<file path="config.mk">
export PLATFORM = sky130hd
export DESIGN_NAME = sdsr_core
export DESIGN_NICKNAME = d
export VERILOG_FILES = /design/src/hdl/sdsr_pkg.sv /design/src/hdl/sdsr_core.sv
export SDC_FILE = /design/constraint.sdc
export NUM_CORES = 1
export LEC_CHECK = 0
export BUFFER_PORTS_ARGS = -buffer_cell sky130_fd_sc_hd__buf_4
export CAP_MARGIN = 20
export CORE_ASPECT_RATIO = 1.25
export CORE_UTILIZATION = 39
export DETAILED_ROUTE_END_ITERATION = 8
export PLACE_DENSITY_LB_ADDON = 0.05
export SETUP_SLACK_MARGIN = 0.5
export SYNTH_ARGS = -nofsm -noshare
export SYNTH_HDL_FRONTEND = slang
export SYNTH_SLANG_ARGS = --single-unit
</file>
<file path="constraint.sdc">
create_clock -name I_REF_CLK -period 2 [get_ports I_REF_CLK]
set_input_delay 0.4 -clock I_REF_CLK [delete_from_list [all_inputs] [get_ports I_REF_CLK]]
set_output_delay 0.4 -clock I_REF_CLK [all_outputs]
set_load 0.03 [all_outputs]
</file>
<file path="src/hdl/sdsr_pkg.sv">
/*
 * Constants for the self-refresh and full-page burst engine of a four-bank SDRAM.
 * Assumes a single 40 MHz clock and commands sampled on its rising edge.
 */
// Summary of operation
// - One cycle after entry every input except CKE is ignored and the clock may stop.
// - The device stays in self refresh while CKE is low and leaves only when CKE is sampled high.
// - A full-page burst never stops on its own and moves one column per cycle.
// - A full-page burst wraps from the highest column to column zero and continues.
package sdsr_pkg;
   // ----------------------------------------------------------------
   // Timing
   // ----------------------------------------------------------------
   localparam int CLK_PERIOD_PS = 25000;
   localparam int TRC_PS        = 60000;
   localparam int TIS_PS        = 1500;
   localparam int TXSR_CYC      = (TRC_PS + TIS_PS + CLK_PERIOD_PS - 1) / CLK_PERIOD_PS;
   localparam int NUM_COLS      = 256;
   localparam int NUM_BANKS     = 4;

   // ----------------------------------------------------------------
   // Command encodings {ras_n, cas_n, we_n}
   // ----------------------------------------------------------------
   localparam logic [2:0] CMD_ACT  = 3'h3;
   localparam logic [2:0] CMD_RD   = 3'h5;
   localparam logic [2:0] CMD_WR   = 3'h4;
   localparam logic [2:0] CMD_BST  = 3'h6;
   localparam logic [2:0] CMD_PRE  = 3'h2;
   localparam logic [2:0] CMD_REF  = 3'h1;

   typedef enum logic [3:0] {
      ST_IDLE  = 4'b0001,
      ST_BURST = 4'b0010,
      ST_SELF  = 4'b0100,
      ST_EXIT  = 4'b1000
   } sdsr_state_t;
endpackage : sdsr_pkg

</file>
<file path="src/hdl/sdsr_core.sv">
/*
 * Device-side command engine: self-refresh entry/retention/exit and
 * full-page burst column counter with wrap.
 * Assumes the controller keeps its own timing (entry hold, exit wait),
 * its own refresh schedule around self refresh, and ends every
 * full-page burst itself; data pins and row state live elsewhere.
 * All pins are synchronous to the one reference clock.
 * The controller may hold the clock low in self refresh; the engine
 * needs it running again before CKE is raised.
 * Outputs are status only (flags, burst bank and column) and change on the rising edge.
 * Reset is synchronous and active high.
 */
`timescale 1ns/1ps
`default_nettype none
module sdsr_core #(
   parameter int COL_W = 8
) (
   input  wire logic             I_REF_CLK,
   input  wire logic             I_RESET,
   input  wire logic             I_CKE,
   input  wire logic             I_CS_N,
   input  wire logic             I_RAS_N,
   input  wire logic             I_CAS_N,
   input  wire logic             I_WE_N,
   input  wire logic [1:0]       I_BA,
   input  wire logic [COL_W-1:0] I_COL,
   output logic                  o_SELF_REFRESH,
   output logic                  o_EXIT_BUSY,
   output logic                  o_BURST_ACTIVE,
   output logic                  o_BURST_WRITE,
   output logic [1:0]            o_BURST_BANK,
   output logic [COL_W-1:0]      o_BURST_COL,
   output logic                  o_COL_WRAP
);
   // ----------------------------------------------------------------
   // Parameter checks
   // ----------------------------------------------------------------
   // The wrap point is the last column of the open row, so the
   // column counter must be exactly as wide as the column address.
   if ((1 << COL_W) != sdsr_pkg::NUM_COLS) begin : g_bad_col_w
      $error("COL_W must match the column count");
   end

   // The exit wait is counted in an eight-bit down counter
   if (sdsr_pkg::TXSR_CYC < 1 || sdsr_pkg::TXSR_CYC > 256) begin : g_bad_txsr
      $error("Exit time does not fit the exit counter");
   end

   // ----------------------------------------------------------------
   // Declarations
   // ----------------------------------------------------------------
   sdsr_pkg::sdsr_state_t state_q;
   sdsr_pkg::sdsr_state_t state_d;
   logic [7:0]            xcnt_q;
   logic [7:0]            xcnt_d;
   logic [COL_W-1:0]      col_q;
   logic [COL_W-1:0]      col_d;
   logic [1:0]            bank_q;
   logic [1:0]            bank_d;
   logic                  wr_q;
   logic                  wr_d;
   logic                  wrap_q;
   logic                  wrap_d;
   logic                  sr_q;
   logic                  sr_d;
   logic                  xb_q;
   logic                  xb_d;
   logic                  act_q;
   logic                  act_d;
   logic [2:0]            cmd_bits;
   logic                  accept;
   logic                  self_ent;
   logic                  wr_cmd;
   logic                  col_cmd;
   logic                  stop_cmd;

   // ----------------------------------------------------------------
   // Command decode
   // ----------------------------------------------------------------
   function automatic logic is_cmd(input logic       cs_n,
                                   input logic [2:0] bits,
                                   input logic [2:0] c);
      return !cs_n && (bits == c);
   endfunction : is_cmd

   assign cmd_bits = {I_RAS_N, I_CAS_N, I_WE_N};

   always_comb begin
      // Commands count only while neither in nor leaving self refresh
      accept   = (state_q == sdsr_pkg::ST_IDLE) || (state_q == sdsr_pkg::ST_BURST);
      // Refresh command sampled with CKE low enters self refresh
      self_ent = accept && !I_CKE && is_cmd(I_CS_N, cmd_bits, sdsr_pkg::CMD_REF);
      wr_cmd   = I_CKE && is_cmd(I_CS_N, cmd_bits, sdsr_pkg::CMD_WR);
      col_cmd  = accept && (wr_cmd || (I_CKE && is_cmd(I_CS_N, cmd_bits, sdsr_pkg::CMD_RD)));
      // Burst stop or precharge ends a full-page burst, as does self refresh entry
      stop_cmd = accept && I_CKE && (is_cmd(I_CS_N, cmd_bits, sdsr_pkg::CMD_BST)
                                     || is_cmd(I_CS_N, cmd_bits, sdsr_pkg::CMD_PRE));
   end

   // ----------------------------------------------------------------
   // Operating state and exit wait
   // ----------------------------------------------------------------
   always_comb begin
      state_d = state_q;
      xcnt_d  = xcnt_q;
      case (state_q)
         sdsr_pkg::ST_IDLE: begin
            if (self_ent) begin
               state_d = sdsr_pkg::ST_SELF;
            end else if (col_cmd) begin
               state_d = sdsr_pkg::ST_BURST;
            end
         end
         sdsr_pkg::ST_BURST: begin
            // Left only on an explicit command, never on a count
            if (self_ent) begin
               state_d = sdsr_pkg::ST_SELF;
            end else if (stop_cmd) begin
               state_d = sdsr_pkg::ST_IDLE;
            end
         end
         sdsr_pkg::ST_SELF: begin
            // All inputs but CKE ignored; stay until CKE high
            if (I_CKE) begin
               state_d = sdsr_pkg::ST_EXIT;
               xcnt_d  = 8'(sdsr_pkg::TXSR_CYC - 1);
            end
         end
         sdsr_pkg::ST_EXIT: begin
            // Commands during the exit window are not acted on
            if (xcnt_q == 8'h00) begin
               state_d = sdsr_pkg::ST_IDLE;
            end else begin
               xcnt_d = xcnt_q - 8'h01;
            end
         end
         default: begin
            state_d = sdsr_pkg::ST_IDLE;
            xcnt_d  = 8'h00;
         end
      endcase
   end

   always_ff @(posedge I_REF_CLK) begin
      if (I_RESET) begin
         state_q <= sdsr_pkg::ST_IDLE;
         xcnt_q  <= 8'h00;
      end else begin
         state_q <= state_d;
         xcnt_q  <= xcnt_d;
      end
   end

   // ----------------------------------------------------------------
   // Full-page column counter
   // ----------------------------------------------------------------
   // A new read or write restarts the counter at its own column; a
   // suspended clock (CKE low without refresh) does not hold it.
   always_comb begin
      col_d  = col_q;
      bank_d = bank_q;
      wr_d   = wr_q;
      wrap_d = 1'b0;
      if (col_cmd) begin
         col_d  = I_COL;
         bank_d = I_BA;
         wr_d   = wr_cmd;
      end else if (state_q == sdsr_pkg::ST_BURST && !self_ent && !stop_cmd) begin
         // Never self-terminates; wraps at the last column
         col_d  = COL_W'(col_q + 1'b1);
         wrap_d = &col_q;
      end
   end

   always_ff @(posedge I_REF_CLK) begin
      if (I_RESET) begin
         col_q  <= '0;
         bank_q <= 2'h0;
         wr_q   <= 1'b0;
         wrap_q <= 1'b0;
      end else begin
         col_q  <= col_d;
         bank_q <= bank_d;
         wr_q   <= wr_d;
         wrap_q <= wrap_d;
      end
   end

   // ----------------------------------------------------------------
   // Status flags
   // ----------------------------------------------------------------
   // Decoded from the next state so the pins move on the same edge as
   // the state register while still coming straight from flip-flops.
   always_comb begin
      sr_d  = state_d == sdsr_pkg::ST_SELF;
      xb_d  = state_d == sdsr_pkg::ST_EXIT;
      act_d = state_d == sdsr_pkg::ST_BURST;
   end

   always_ff @(posedge I_REF_CLK) begin
      if (I_RESET) begin
         sr_q  <= 1'b0;
         xb_q  <= 1'b0;
         act_q <= 1'b0;
      end else begin
         sr_q  <= sr_d;
         xb_q  <= xb_d;
         act_q <= act_d;
      end
   end

   // ----------------------------------------------------------------
   // Pins
   // ----------------------------------------------------------------
   assign o_SELF_REFRESH = sr_q;
   assign o_EXIT_BUSY    = xb_q;
   assign o_BURST_ACTIVE = act_q;
   assign o_BURST_WRITE  = wr_q;
   assign o_BURST_BANK   = bank_q;
   assign o_BURST_COL    = col_q;
   assign o_COL_WRAP     = wrap_q;
endmodule : sdsr_core
`default_nettype wire

</file>
# Yosys cells after proc, flatten, opt, wreduce, memory -nomap -nowiden
# Index checks and enable logic that the tools add are counted.
dict set report op_classes {
  eq_ne 14
  muxes 12
  bitwise_logic 2
  add_sub_neg 2
  n_reduce_logical 27
}
# operator n
set ops {}
lappend ops {{$mux W8} 4}
lappend ops {{$mux W4} 6}
lappend ops {{$pmux W8 S3} 1}
lappend ops {{$pmux W4 S4} 1}
lappend ops {{$logic_and A1 B1 Y1} 14}
lappend ops {{$eq A3 B3 Y1 const B} 3}
lappend ops {{$add A8 B1 Y8 const B} 1}
lappend ops {{$eq A4 B2 Y1 const B} 2}
lappend ops {{$eq A4 B3 Y1 const B} 2}
lappend ops {{$eq A4 B4 Y1 const B} 2}
lappend ops {{$logic_not A8 Y1} 1}
lappend ops {{$reduce_and A8 Y1} 1}
lappend ops {{$sub A8 B1 Y8 const B} 1}
lappend ops {{$eq A4 B1 Y1 const B} 1}
lappend ops {{$logic_not A1 Y1} 4}
lappend ops {{$ne A2 B2 Y1 const B} 2}
lappend ops {{$eq A3 B1 Y1 const B} 1}
lappend ops {{$eq A3 B2 Y1 const B} 1}
lappend ops {{$logic_or A1 B1 Y1} 3}
lappend ops {{$reduce_and A3 Y1} 1}
lappend ops {{$reduce_or A3 Y1} 1}
lappend ops {{$not A1 Y1} 2}
lappend ops {{$reduce_bool A2 Y1} 1}
lappend ops {{$reduce_or A2 Y1} 1}
dict set report totals {
  input_bits 17
  wordCells 66
  reg_bits 27
}

# Longest topological paths before layout
# Gate-level depths: netlist (run 1).
dict set report depth {
  depth_word 9
  mapped_depth 7
  ltp_nobuf 6
}

# Worst setup path before layout (run 1)
# Ideal clock, no wire load.
dict set report synth_path {
  path_kind {register to register}
  startpoint {register xcnt_q[2]}
  endpoint {register xcnt_q[7]}
  path_stages_with_launch 5
  setup_ns 0.070
  period_less_slack_ns 1.863
  path_slack_ns 0.137
  t_arrival_ns 1.793
  cell_sequence {dfxtp_1 -> or4_1 -> or4_1 -> or4_1 -> a21oi_1}
}
dict set report synth_between {
  elab_chain_cells 3
  word_cells_on_any_way 6
  cone_classes {add/sub: 1; eq/ne: 1; mux: 2; reduce/logical: 2}
}
# element line_no
set synth_lines {}
lappend synth_lines {{start, declared} sdsr_core.sv:54} ;# logic [7:0] xcnt_q;
lappend synth_lines {{start signal, assigned} sdsr_core.sv:150} ;# xcnt_q <= xcnt_d;
lappend synth_lines {{$sub A8 B1 Y8 or $logic_not A8 Y1 (tied branches)} {sdsr_core.sv:134, sdsr_core.sv:131}}
lappend synth_lines {{$mux W8 or $ne A2 B2 Y1 (tied branches)} n/a}
lappend synth_lines {{$pmux W8 S3 or $reduce_and A3 Y1 (tied branches)} n/a}
# Parallel ways exist; a longest one is shown, timed or not. The select of a mux whose other input is x is not followed.
# A chain may end at the register's enable or synchronous reset.

# Worst setup path after layout (run 1)
# Ends and elaborated chain as after synthesis.

==> results_dict.tcl, run 1 <==
set metrics [dict create \
    grt_use_total 0.216 \
    setup_viol 0 \
    layout.nets 253 \
    hold_start "I_BA[0]" \
    dieArea_um2 4070 \
    start_kind "flip-flop" \
    power_mw 1.25 \
    htree_levels 1 \
    ys_seq_area_frac 0.363 \
    clock_skew_ns 0.00394 \
    wl_per_cell_um 17.2 \
    min_path_type "input pin to flip-flop" \
    ys_async_sr_fraction 0 \
    clk_path_buf_depth 2 \
    max-cap-violations 0 \
    die_height_um 71.1 \
    criticalPathCategory "flip-flop to flip-flop" \
    clock_latency_ns 0.27 \
    hpwl_mm 2.89 \
    cts_hold_buffers 0 \
    drv_slew 0 \
    fillers 293 \
    drc_errors 6 \
    grt_first_pass_wirelength_mm 7.04 \
    gp_congestion 0.878 \
    vias 1669 \
    cts_tree "built" \
    power_density_nw_per_um2 528 \
    fp.coreArea_um2 3570 \
    final_util 0.664 \
    synth_area_leader_cell "dfxtp_1" \
    firstDrtPassIters 6 \
    fin_crit_ns 1.90 \
    clock-sinks 27 \
    synth_area_um2 1490 \
    diodes 0 \
    drt_wl_total_mm 4.67 \
    cp_data_arrival_time_ns 2.12 \
    violations "design-rule violations" \
    rsz0062_at_grt "true" \
    cts_buffers 3 \
    yosysTopAreaCellShare 0.363 \
    clkSlewWorstSetupHoldPaths_ns 0.10 \
    layout-drive-gt1-share 0.549 \
    synthTopCellsByArea "dfxtp_1 (36%), nor2_1 (4.0%), a21oi_1 (3.7%)" \
    synth_seq_cells 27 \
    syn_to_final_growth_pct 59.5 \
    end_kind "flip-flop" \
    reg2reg_from "xcnt_q[2]" \
    stdcell_area_um2 2370 \
    worstSetupStartpoint "xcnt_q[2]" \
    synthCells 177 \
    synth_edf_count 0 \
    floorplan.initialDensity 0.416 \
    hold_violations 0 \
    multi_input_area_um2 1150 \
    regArea_um2 569 \
    relSlewSlack 0.751 \
    final_antenna_net_count 0 \
    p_leak_nw 0.929 \
    drt_iter0_markers 94 \
    status "finished, violations left" \
    vdd_drop_max_v 0.000437 \
    port_buffers 31 \
    finalCritPeriodShare 0.952 \
    clock.fmax_ghz 0.525 \
    gr-total-overflow 0 \
    cts_root_buf "clkbuf_8" \
    netlist-cell-type-count 50 \
    grt_pass1_vias 1543 \
    grt_max_degree 26 \
    synthesis.nets 196 \
    row_count 24 \
    yosysWarningCount 0 \
    ios 32 \
    die_w_um 57.2 \
    tightest_slew_ns 0.368 \
    viasPerCell 6.14 \
    setup_tns_ns 0 \
    critPathMaxFanout 2 \
    postPlaceCellArea_um2 1880 \
    syn_avg_cell_area_um2 8.40 \
    critPathRequiredTime_ns 2.21 \
    synth_ff_type "dfxtp_1" \
    antenna_found_initial 0 \
]
stage by stage:
| step | cells | setup WS (ns) | hold slack (ns) |
|---|---|---|---|
| after floorplan | 177 | 0.137 | 0.449 |
| after global placement | 244 | 0.105 | 0.443 |
| final | 272 | 0.0963 | 0.381 |
| after global routing | 272 | 0.0617 | 0.367 |
| after CTS | 263 | 0.102 | 0.366 |
| after detailed placement | 244 | 0.0617 | 0.452 |
final timing paths:
path,endpoint,slack [ns],cells after the start
worst max-delay path,xcnt_q[7],0.1,4
worst min-delay path,o_BURST_BANK[0],0.38,3
worst max register to register,xcnt_q[7],0.1,4
worst min register to register,o_BURST_WRITE,0.47,2
cells in the final DEF (no fill, tap or decap), types with 4 or more instances in the layout:
cell type and instances:
nor2_1 16, o31ai_1 6, nand2_1 4, or4_1 4
a311oi_2 4, dfxtp_1 14, dfxtp_4 5, inv_1 8
a21oi_1 6, buf_6 7, nand2_2 4, buf_4 52
dfxtp_2 8, or4_4 4, nor3_1 7, a21oi_2 4
cells in the mapped netlist, drive strengths merged (3+ instances only):
cell type  count
dfxtp         27
nor2          16
a21oi         11
nand2         10
inv            8
nor3           8
or4            8
a311oi         6
clkbuf         6
o31ai          6
or3            5
buf            4
or2            4
a31oi          3
mux2i          3
nand2b         3
nand3b         3
nand4          3
nor4           3
o21ai          3
state kept, by name, indices dropped and copies added (netlist names):
signal and count:
o_BURST_COL 8, state_q 4, o_BURST_BANK 2, xcnt_q 8, o_EXIT_BUSY 1, o_COL_WRAP 1, o_BURST_ACTIVE 1, o_BURST_WRITE 1
o_SELF_REFRESH 1
area by class of cell:
| class | instances | share of cell area |
|---|---|---|
| clock buffer | 3 | 0.0174 |
| clock inverter | 1 | 0.00211 |
| inverter | 8 | 0.0127 |
| multi-input combinational | 132 | 0.484 |
| sequential | 27 | 0.240 |
| tap | 39 | 0.0206 |
| timing repair buffer | 62 | 0.223 |
where the power goes:
group	internal, mW	switching (mW)	total [mW]
Clock	0.140	0.182	0.322
Sequential	0.558	0.0268	0.585
Combinational	0.179	0.168	0.347
Total	0.877	0.377	1.25
routing by layer:
metal | part of all wire | vias to the layer above | routed length (µm) | GRT usage
met4 | 0.019 | 0 | 90 | 0.0894
met2 | 0.56 | 49 | 2610 | 0.399
li1 | - | 794 | - | -
met5 | 0 | - | 0 | 0
met1 | 0.39 | 818 | 1810 | 0.246
met3 | 0.033 | 8 | 154 | 0.0293
critical path, stage by stage, from the launching register on:
cell and delay [ns]:
dfxtp_2 0.33, or4_4 0.54, or4_4 0.44, or4_1 0.41, a21oi_1 0.12
cell families (layout without fill, tap and decap cells):
logic type                 Yosys count  in the layout  share of synthesized area
AOI/OAI and AO/OA                   45             45                      0.214
xor gates and xnor gates             1              1                     0.0109
adders and majority gates            2              2                     0.0168
buffers and inverters               18             74                     0.0521
DFF                                 27             27                      0.363
muxes                                3              3                     0.0202
and+or+nand+nor                     81             81                      0.322
repair_timing:
action / in CTS / in global routing
buffers inserted: 15 / 8
setup endpoints to repair: 24 / 25
gates resized for setup: 25 / 34
cloned: 0 / 1
pin swaps: 11 / 16
endpoints found under the hold margin: 0 / 0
Power figures use the tool's default switching activity.
==> run 2: changes to the inputs <==
--- a/config.mk
+++ b/config.mk
@@ -8,8 +8,9 @@
 export BUFFER_PORTS_ARGS = -buffer_cell sky130_fd_sc_hd__buf_4
 export CAP_MARGIN = 20
 export CORE_ASPECT_RATIO = 1.25
-export CORE_UTILIZATION = 39
+export CORE_UTILIZATION = 53
 export DETAILED_ROUTE_END_ITERATION = 8
+export GPL_ROUTABILITY_DRIVEN = 1
 export PLACE_DENSITY_LB_ADDON = 0.05
 export SETUP_SLACK_MARGIN = 0.5
 export SYNTH_ARGS = -nofsm -noshare
==> results_dict.tcl, run 2 (synthesized netlist as in run 1, its figures left out) <==
set metrics [dict create \
    status "finished, final reports clean" \
    drv_slew 0 \
    min_path_type "input pin to flip-flop" \
    worstSetupStartpoint "xcnt_q[2]" \
    drc_errors 0 \
    hold_violations 0 \
    cts_tree "built" \
    ios 32 \
    fp.coreArea_um2 2680 \
    start_kind "flip-flop" \
    grt_use_total 0.292 \
    finalCritPeriodShare 0.959 \
    port_buffers 31 \
    dp.cells 237 \
    r2r_slack_ns 0.08 \
    end_kind "flip-flop" \
    final_antenna_net_count 0 \
    setup_viol 0 \
    die_height_um 61.2 \
    firstDrtPassIters 4 \
    power_density_nw_per_um2 500 \
    tightest_slew_ns 0.531 \
    gr-total-overflow 0 \
    cp_data_arrival_time_ns 2.21 \
    clock-sinks 27 \
    final_util 0.885 \
    whs_ns 0.311 \
    fin_crit_ns 1.92 \
    final_common_cell "buf_4" \
    clock.fmax_ghz 0.521 \
    cts_hold_buffers 0 \
    worst_slack_ns 0.0817 \
    drt_iter0_markers 78 \
    wl_per_cell_um 20.6 \
    reg2reg_from "xcnt_q[2]" \
    gp_congestion 0.854 \
    fillers 125 \
    cts_buffers 3 \
    drt_wl_total_mm 5.49 \
    floorplan.initialDensity 0.555 \
    clock_latency_ns 0.34 \
    hpwl_mm 2.74 \
    layout-drive-gt1-share 0.547 \
    vdd_drop_max_v 0.000453 \
    dieArea_um2 3020 \
    layout.nets 252 \
    critPathRequiredTime_ns 2.29 \
    hold_start "I_BA[1]" \
    vias 1781 \
    critPathMaxFanout 2 \
    relSlewSlack 0.641 \
    setup_tns_ns 0 \
    htree_levels 1 \
    rsz0062_at_grt "true" \
    syn_to_final_growth_pct 59.4 \
    layout_common_cells "buf_4 (51), nor2_1 (14), dfxtp_1 (14)" \
    stdcell_area_um2 2370 \
    dp_slack_ns 0.0656 \
    cts_root_buf "clkbuf_4" \
    postPlaceCellArea_um2 1860 \
    stdcell_count 266 \
    grt_max_degree 26 \
    criticalPathCategory "flip-flop to flip-flop" \
    grt_first_pass_wirelength_mm 6.79 \
    clock_skew_ns 0.00630 \
    die_w_um 49.4 \
    clkSlewWorstSetupHoldPaths_ns 0.16 \
    antenna_found_initial 0 \
    viasPerCell 6.70 \
    p_leak_nw 0.903 \
    power_mw 1.19 \
    clk_path_buf_depth 2 \
    grt_pass1_vias 1513 \
    diodes 0 \
    max-cap-violations 0 \
    row_count 21 \
]
[run 2: final timing paths]
check                                       end  depth (start not counted)
worst max-delay path                  xcnt_q[7]                          4
worst min-delay path            o_BURST_BANK[1]                          3
worst max register to register        xcnt_q[7]                          4
worst min register to register  o_BURST_BANK[0]                          2
[run 2: worst max-delay path, cell delays in order (launching register included)]
cell and delay [ns]:
dfxtp_2 0.36, or4_4 0.53, or4_4 0.43, or4_4 0.43
a21oi_2 0.12
[run 2: cell type report]
| type | instances | area [µm²] | share of cell area |
|---|---|---|---|
| Clock buffer | 3 | 22.5 | 0.00950 |
| Clock inverter | 1 | 7.51 | 0.00317 |
| Inverter | 8 | 30.0 | 0.0127 |
| Multi-Input combinational cell | 132 | 1160 | 0.489 |
| Sequential cell | 27 | 567 | 0.239 |
| Tap cell | 34 | 42.5 | 0.0179 |
| Timing Repair Buffer | 61 | 542 | 0.228 |
[run 2: report_power, final]
part           total (mW)  internal (mW)  switching, mW
clock network       0.261         0.0767          0.184
logic               0.335          0.170          0.165
registers           0.590          0.560         0.0300
[run 2: metal layers]
metal,track usage,part of all wire,vias up
met4,0.151,0.052,0
met3,0.0395,0.048,31
met5,0,0,-
met2,0.583,0.52,101
met1,0.301,0.38,858
li1,-,-,791
[run 2: repair_timing]
action,CTS,global route
setup endpoints to repair,24,25
gates cloned,1,0
setup buffers,20,4
endpoints found under the hold margin,0,0
pin swaps,8,10
gates resized for setup,24,34
==> run 3: changes to the inputs <==
--- a/config.mk
+++ b/config.mk
@@ -8,7 +8,7 @@
 export BUFFER_PORTS_ARGS = -buffer_cell sky130_fd_sc_hd__buf_4
 export CAP_MARGIN = 20
 export CORE_ASPECT_RATIO = 1.25
-export CORE_UTILIZATION = 53
+export CORE_UTILIZATION = 40
 export DETAILED_ROUTE_END_ITERATION = 8
 export GPL_ROUTABILITY_DRIVEN = 1
 export PLACE_DENSITY_LB_ADDON = 0.05
==> constraint.sdc (replaced) <==
create_clock -name I_REF_CLK -period 1.7 [get_ports I_REF_CLK]
set_input_delay 0.34 -clock I_REF_CLK [delete_from_list [all_inputs] [get_ports I_REF_CLK]]
set_output_delay 0.34 -clock I_REF_CLK [all_outputs]
set_load 0.03 [all_outputs]
==> results_dict.tcl, run 3 (synthesized netlist as in run 1, its figures left out) <==
set metrics [dict create \
    reg2reg_from "xcnt_q[2]" \
    cts_tree "built" \
    vdd_drop_max_v 0.000491 \
    cpMostUsedCell "or4_4" \
    wl_per_cell_um 16.7 \
    stdcell_area_um2 2690 \
    rsz0062_at_grt "true" \
    clkSlewWorstSetupHoldPaths_ns 0.09 \
    clock.fmax_ghz 0.534 \
    fp.coreArea_um2 3510 \
    layout.nets 281 \
    gr-total-overflow 0 \
    start_kind "flip-flop" \
    tightest_slew_ns 0.420 \
    min_to "o_BURST_BANK[0]" \
    slowest_delay_ns 0.53 \
    crit_buf_inv 0 \
    violations "negative setup slack" \
    vias 1758 \
    cts_buffers 3 \
    drv_slew 0 \
    cp_slowest_cell "or4_4" \
    hpwl_mm 3.24 \
    fillers 263 \
    hold_violations 0 \
    cts_root_buf "clkbuf_8" \
    grt_use_total 0.248 \
    wl_met3_um 185 \
    min_path_type "input pin to flip-flop" \
    fin_crit_ns 1.87 \
    htree_levels 1 \
    cp_cell_sequence "or4_4 > or4_4 > or4_1 > a21oi_1" \
    antenna_found_initial 0 \
    clk_path_buf_depth 2 \
    critPathMaxFanout 2 \
    drc_errors 0 \
    cp_data_arrival_time_ns 2.08 \
    final_antenna_net_count 0 \
    hold_start "I_BA[0]" \
    grt_pass1_vias 1716 \
    clock_latency_ns 0.28 \
    max-cap-violations 0 \
    clock-sinks 27 \
    port_buffers 31 \
    diodes 0 \
    final_common_cell "buf_4" \
    power_density_nw_per_um2 564 \
    syn_to_final_growth_pct 81.0 \
    gp_congestion 0.894 \
    critPathRequiredTime_ns 1.91 \
    reg2reg_to "xcnt_q[7]" \
    die_w_um 56.5 \
    power_mw 1.52 \
    r2r_slack_ns -0.17 \
    clock_skew_ns 0.00833 \
    drt_iter0_markers 111 \
    regArea_um2 568 \
    firstDrtPassIters 4 \
    setup_viol 5 \
    route.met2.wl_mm 2.82 \
    dieArea_um2 3970 \
    top_layer_used "met4" \
    ff2ff_path_depth 4 \
    holdPathStages 3 \
    drt_wl_total_mm 5.00 \
    layout_common_cells "buf_4 (64), buf_6 (24), dfxtp_1 (13)" \
    grt_max_degree 26 \
    layout-drive-gt1-share 0.651 \
    ios 32 \
    grt_first_pass_wirelength_mm 7.88 \
    end_kind "flip-flop" \
    multi_input_area_um2 1230 \
    worst_slack_ns -0.173 \
    relSlewSlack 0.716 \
    die_height_um 70.2 \
    cp_top_family "simple AND/OR/NAND/NOR gates" \
    wirelength_met1_mm 1.83 \
    viasPerCell 5.86 \
    row_count 24 \
    floorplan.initialDensity 0.423 \
    status "finished, violations left" \
    criticalPathCategory "flip-flop to flip-flop" \
    p_leak_nw 1.08 \
    finalCritPeriodShare 1.10 \
    postPlaceCellArea_um2 2150 \
]
[run 3: changes by cell type in the layout (fill, tap and decap cells not counted), sizes merged]
cell / previous run / this run
buf: 61 / 90
clkinvlp: 1 / 0
clkbuf: 3 / 4
[run 3: area by class of cell]
| type | instances | share of cell area |
|---|---|---|
| repair buffers | 90 | 0.286 |
| multi-input cells | 132 | 0.457 |
| inverters | 8 | 0.0112 |
| flip-flops and latches | 27 | 0.211 |
| well taps | 39 | 0.0181 |
| clock buffers | 4 | 0.0167 |
[run 3: per-layer routing]
layer | track usage | vias to the layer above
met1 | 0.275 | 846
li1 | - | 845
met2 | 0.459 | 49
met4 | 0.111 | 0
met5 | 0 | -
met3 | 0.0315 | 18
[run 3: through the flow]
stage	hold WS (ns)	setup WS, ns	std cells	TNS, ns	utilization
floorplan	0.449	-0.163	177	-0.497	-
global route	0.303	-0.220	300	-0.665	0.766
global placement	0.440	-0.153	279	-0.251	0.613
detailed placement	0.458	-0.185	279	-0.532	0.613
finish	0.322	-0.173	300	-0.307	0.766
CTS	0.310	-0.195	294	-0.375	0.714
[run 3: repair_timing]
action / 4_1_cts / 5_1_grt
pin swaps: 20 / 10
resized for setup: 61 / 34
setup endpoints to repair: 30 / 33
hold buffers: 0 / 0
setup buffers: 11 / 5
gates cloned: 0 / 1
hold endpoints to repair: 0 / 0
[run 3: tightest hold or removal path: stages]
cell     delay (ns)
buf_4          0.11
nand2_2        0.06
a21oi_2        0.04
[run 3: where the power goes]
group | internal [mW] | switching [mW] | leakage (nW)
clock | 0.168 | 0.208 | 0.0228
combinational | 0.251 | 0.210 | 0.827
sequential | 0.657 | 0.0231 | 0.226
[run 3: worst max path at each step]
stage                 to       from  slack (ns)  cells after the start
6_report       xcnt_q[7]  xcnt_q[2]       -0.17                      4
3_5_place_dp   xcnt_q[7]  xcnt_q[2]       -0.19                      4
5_1_grt        xcnt_q[7]  xcnt_q[2]       -0.22                      4
4_1_cts        xcnt_q[7]  xcnt_q[2]       -0.20                      4
3_3_place_gp   xcnt_q[7]  xcnt_q[2]       -0.15                      4
2_1_floorplan  xcnt_q[7]  xcnt_q[2]       -0.16                      4
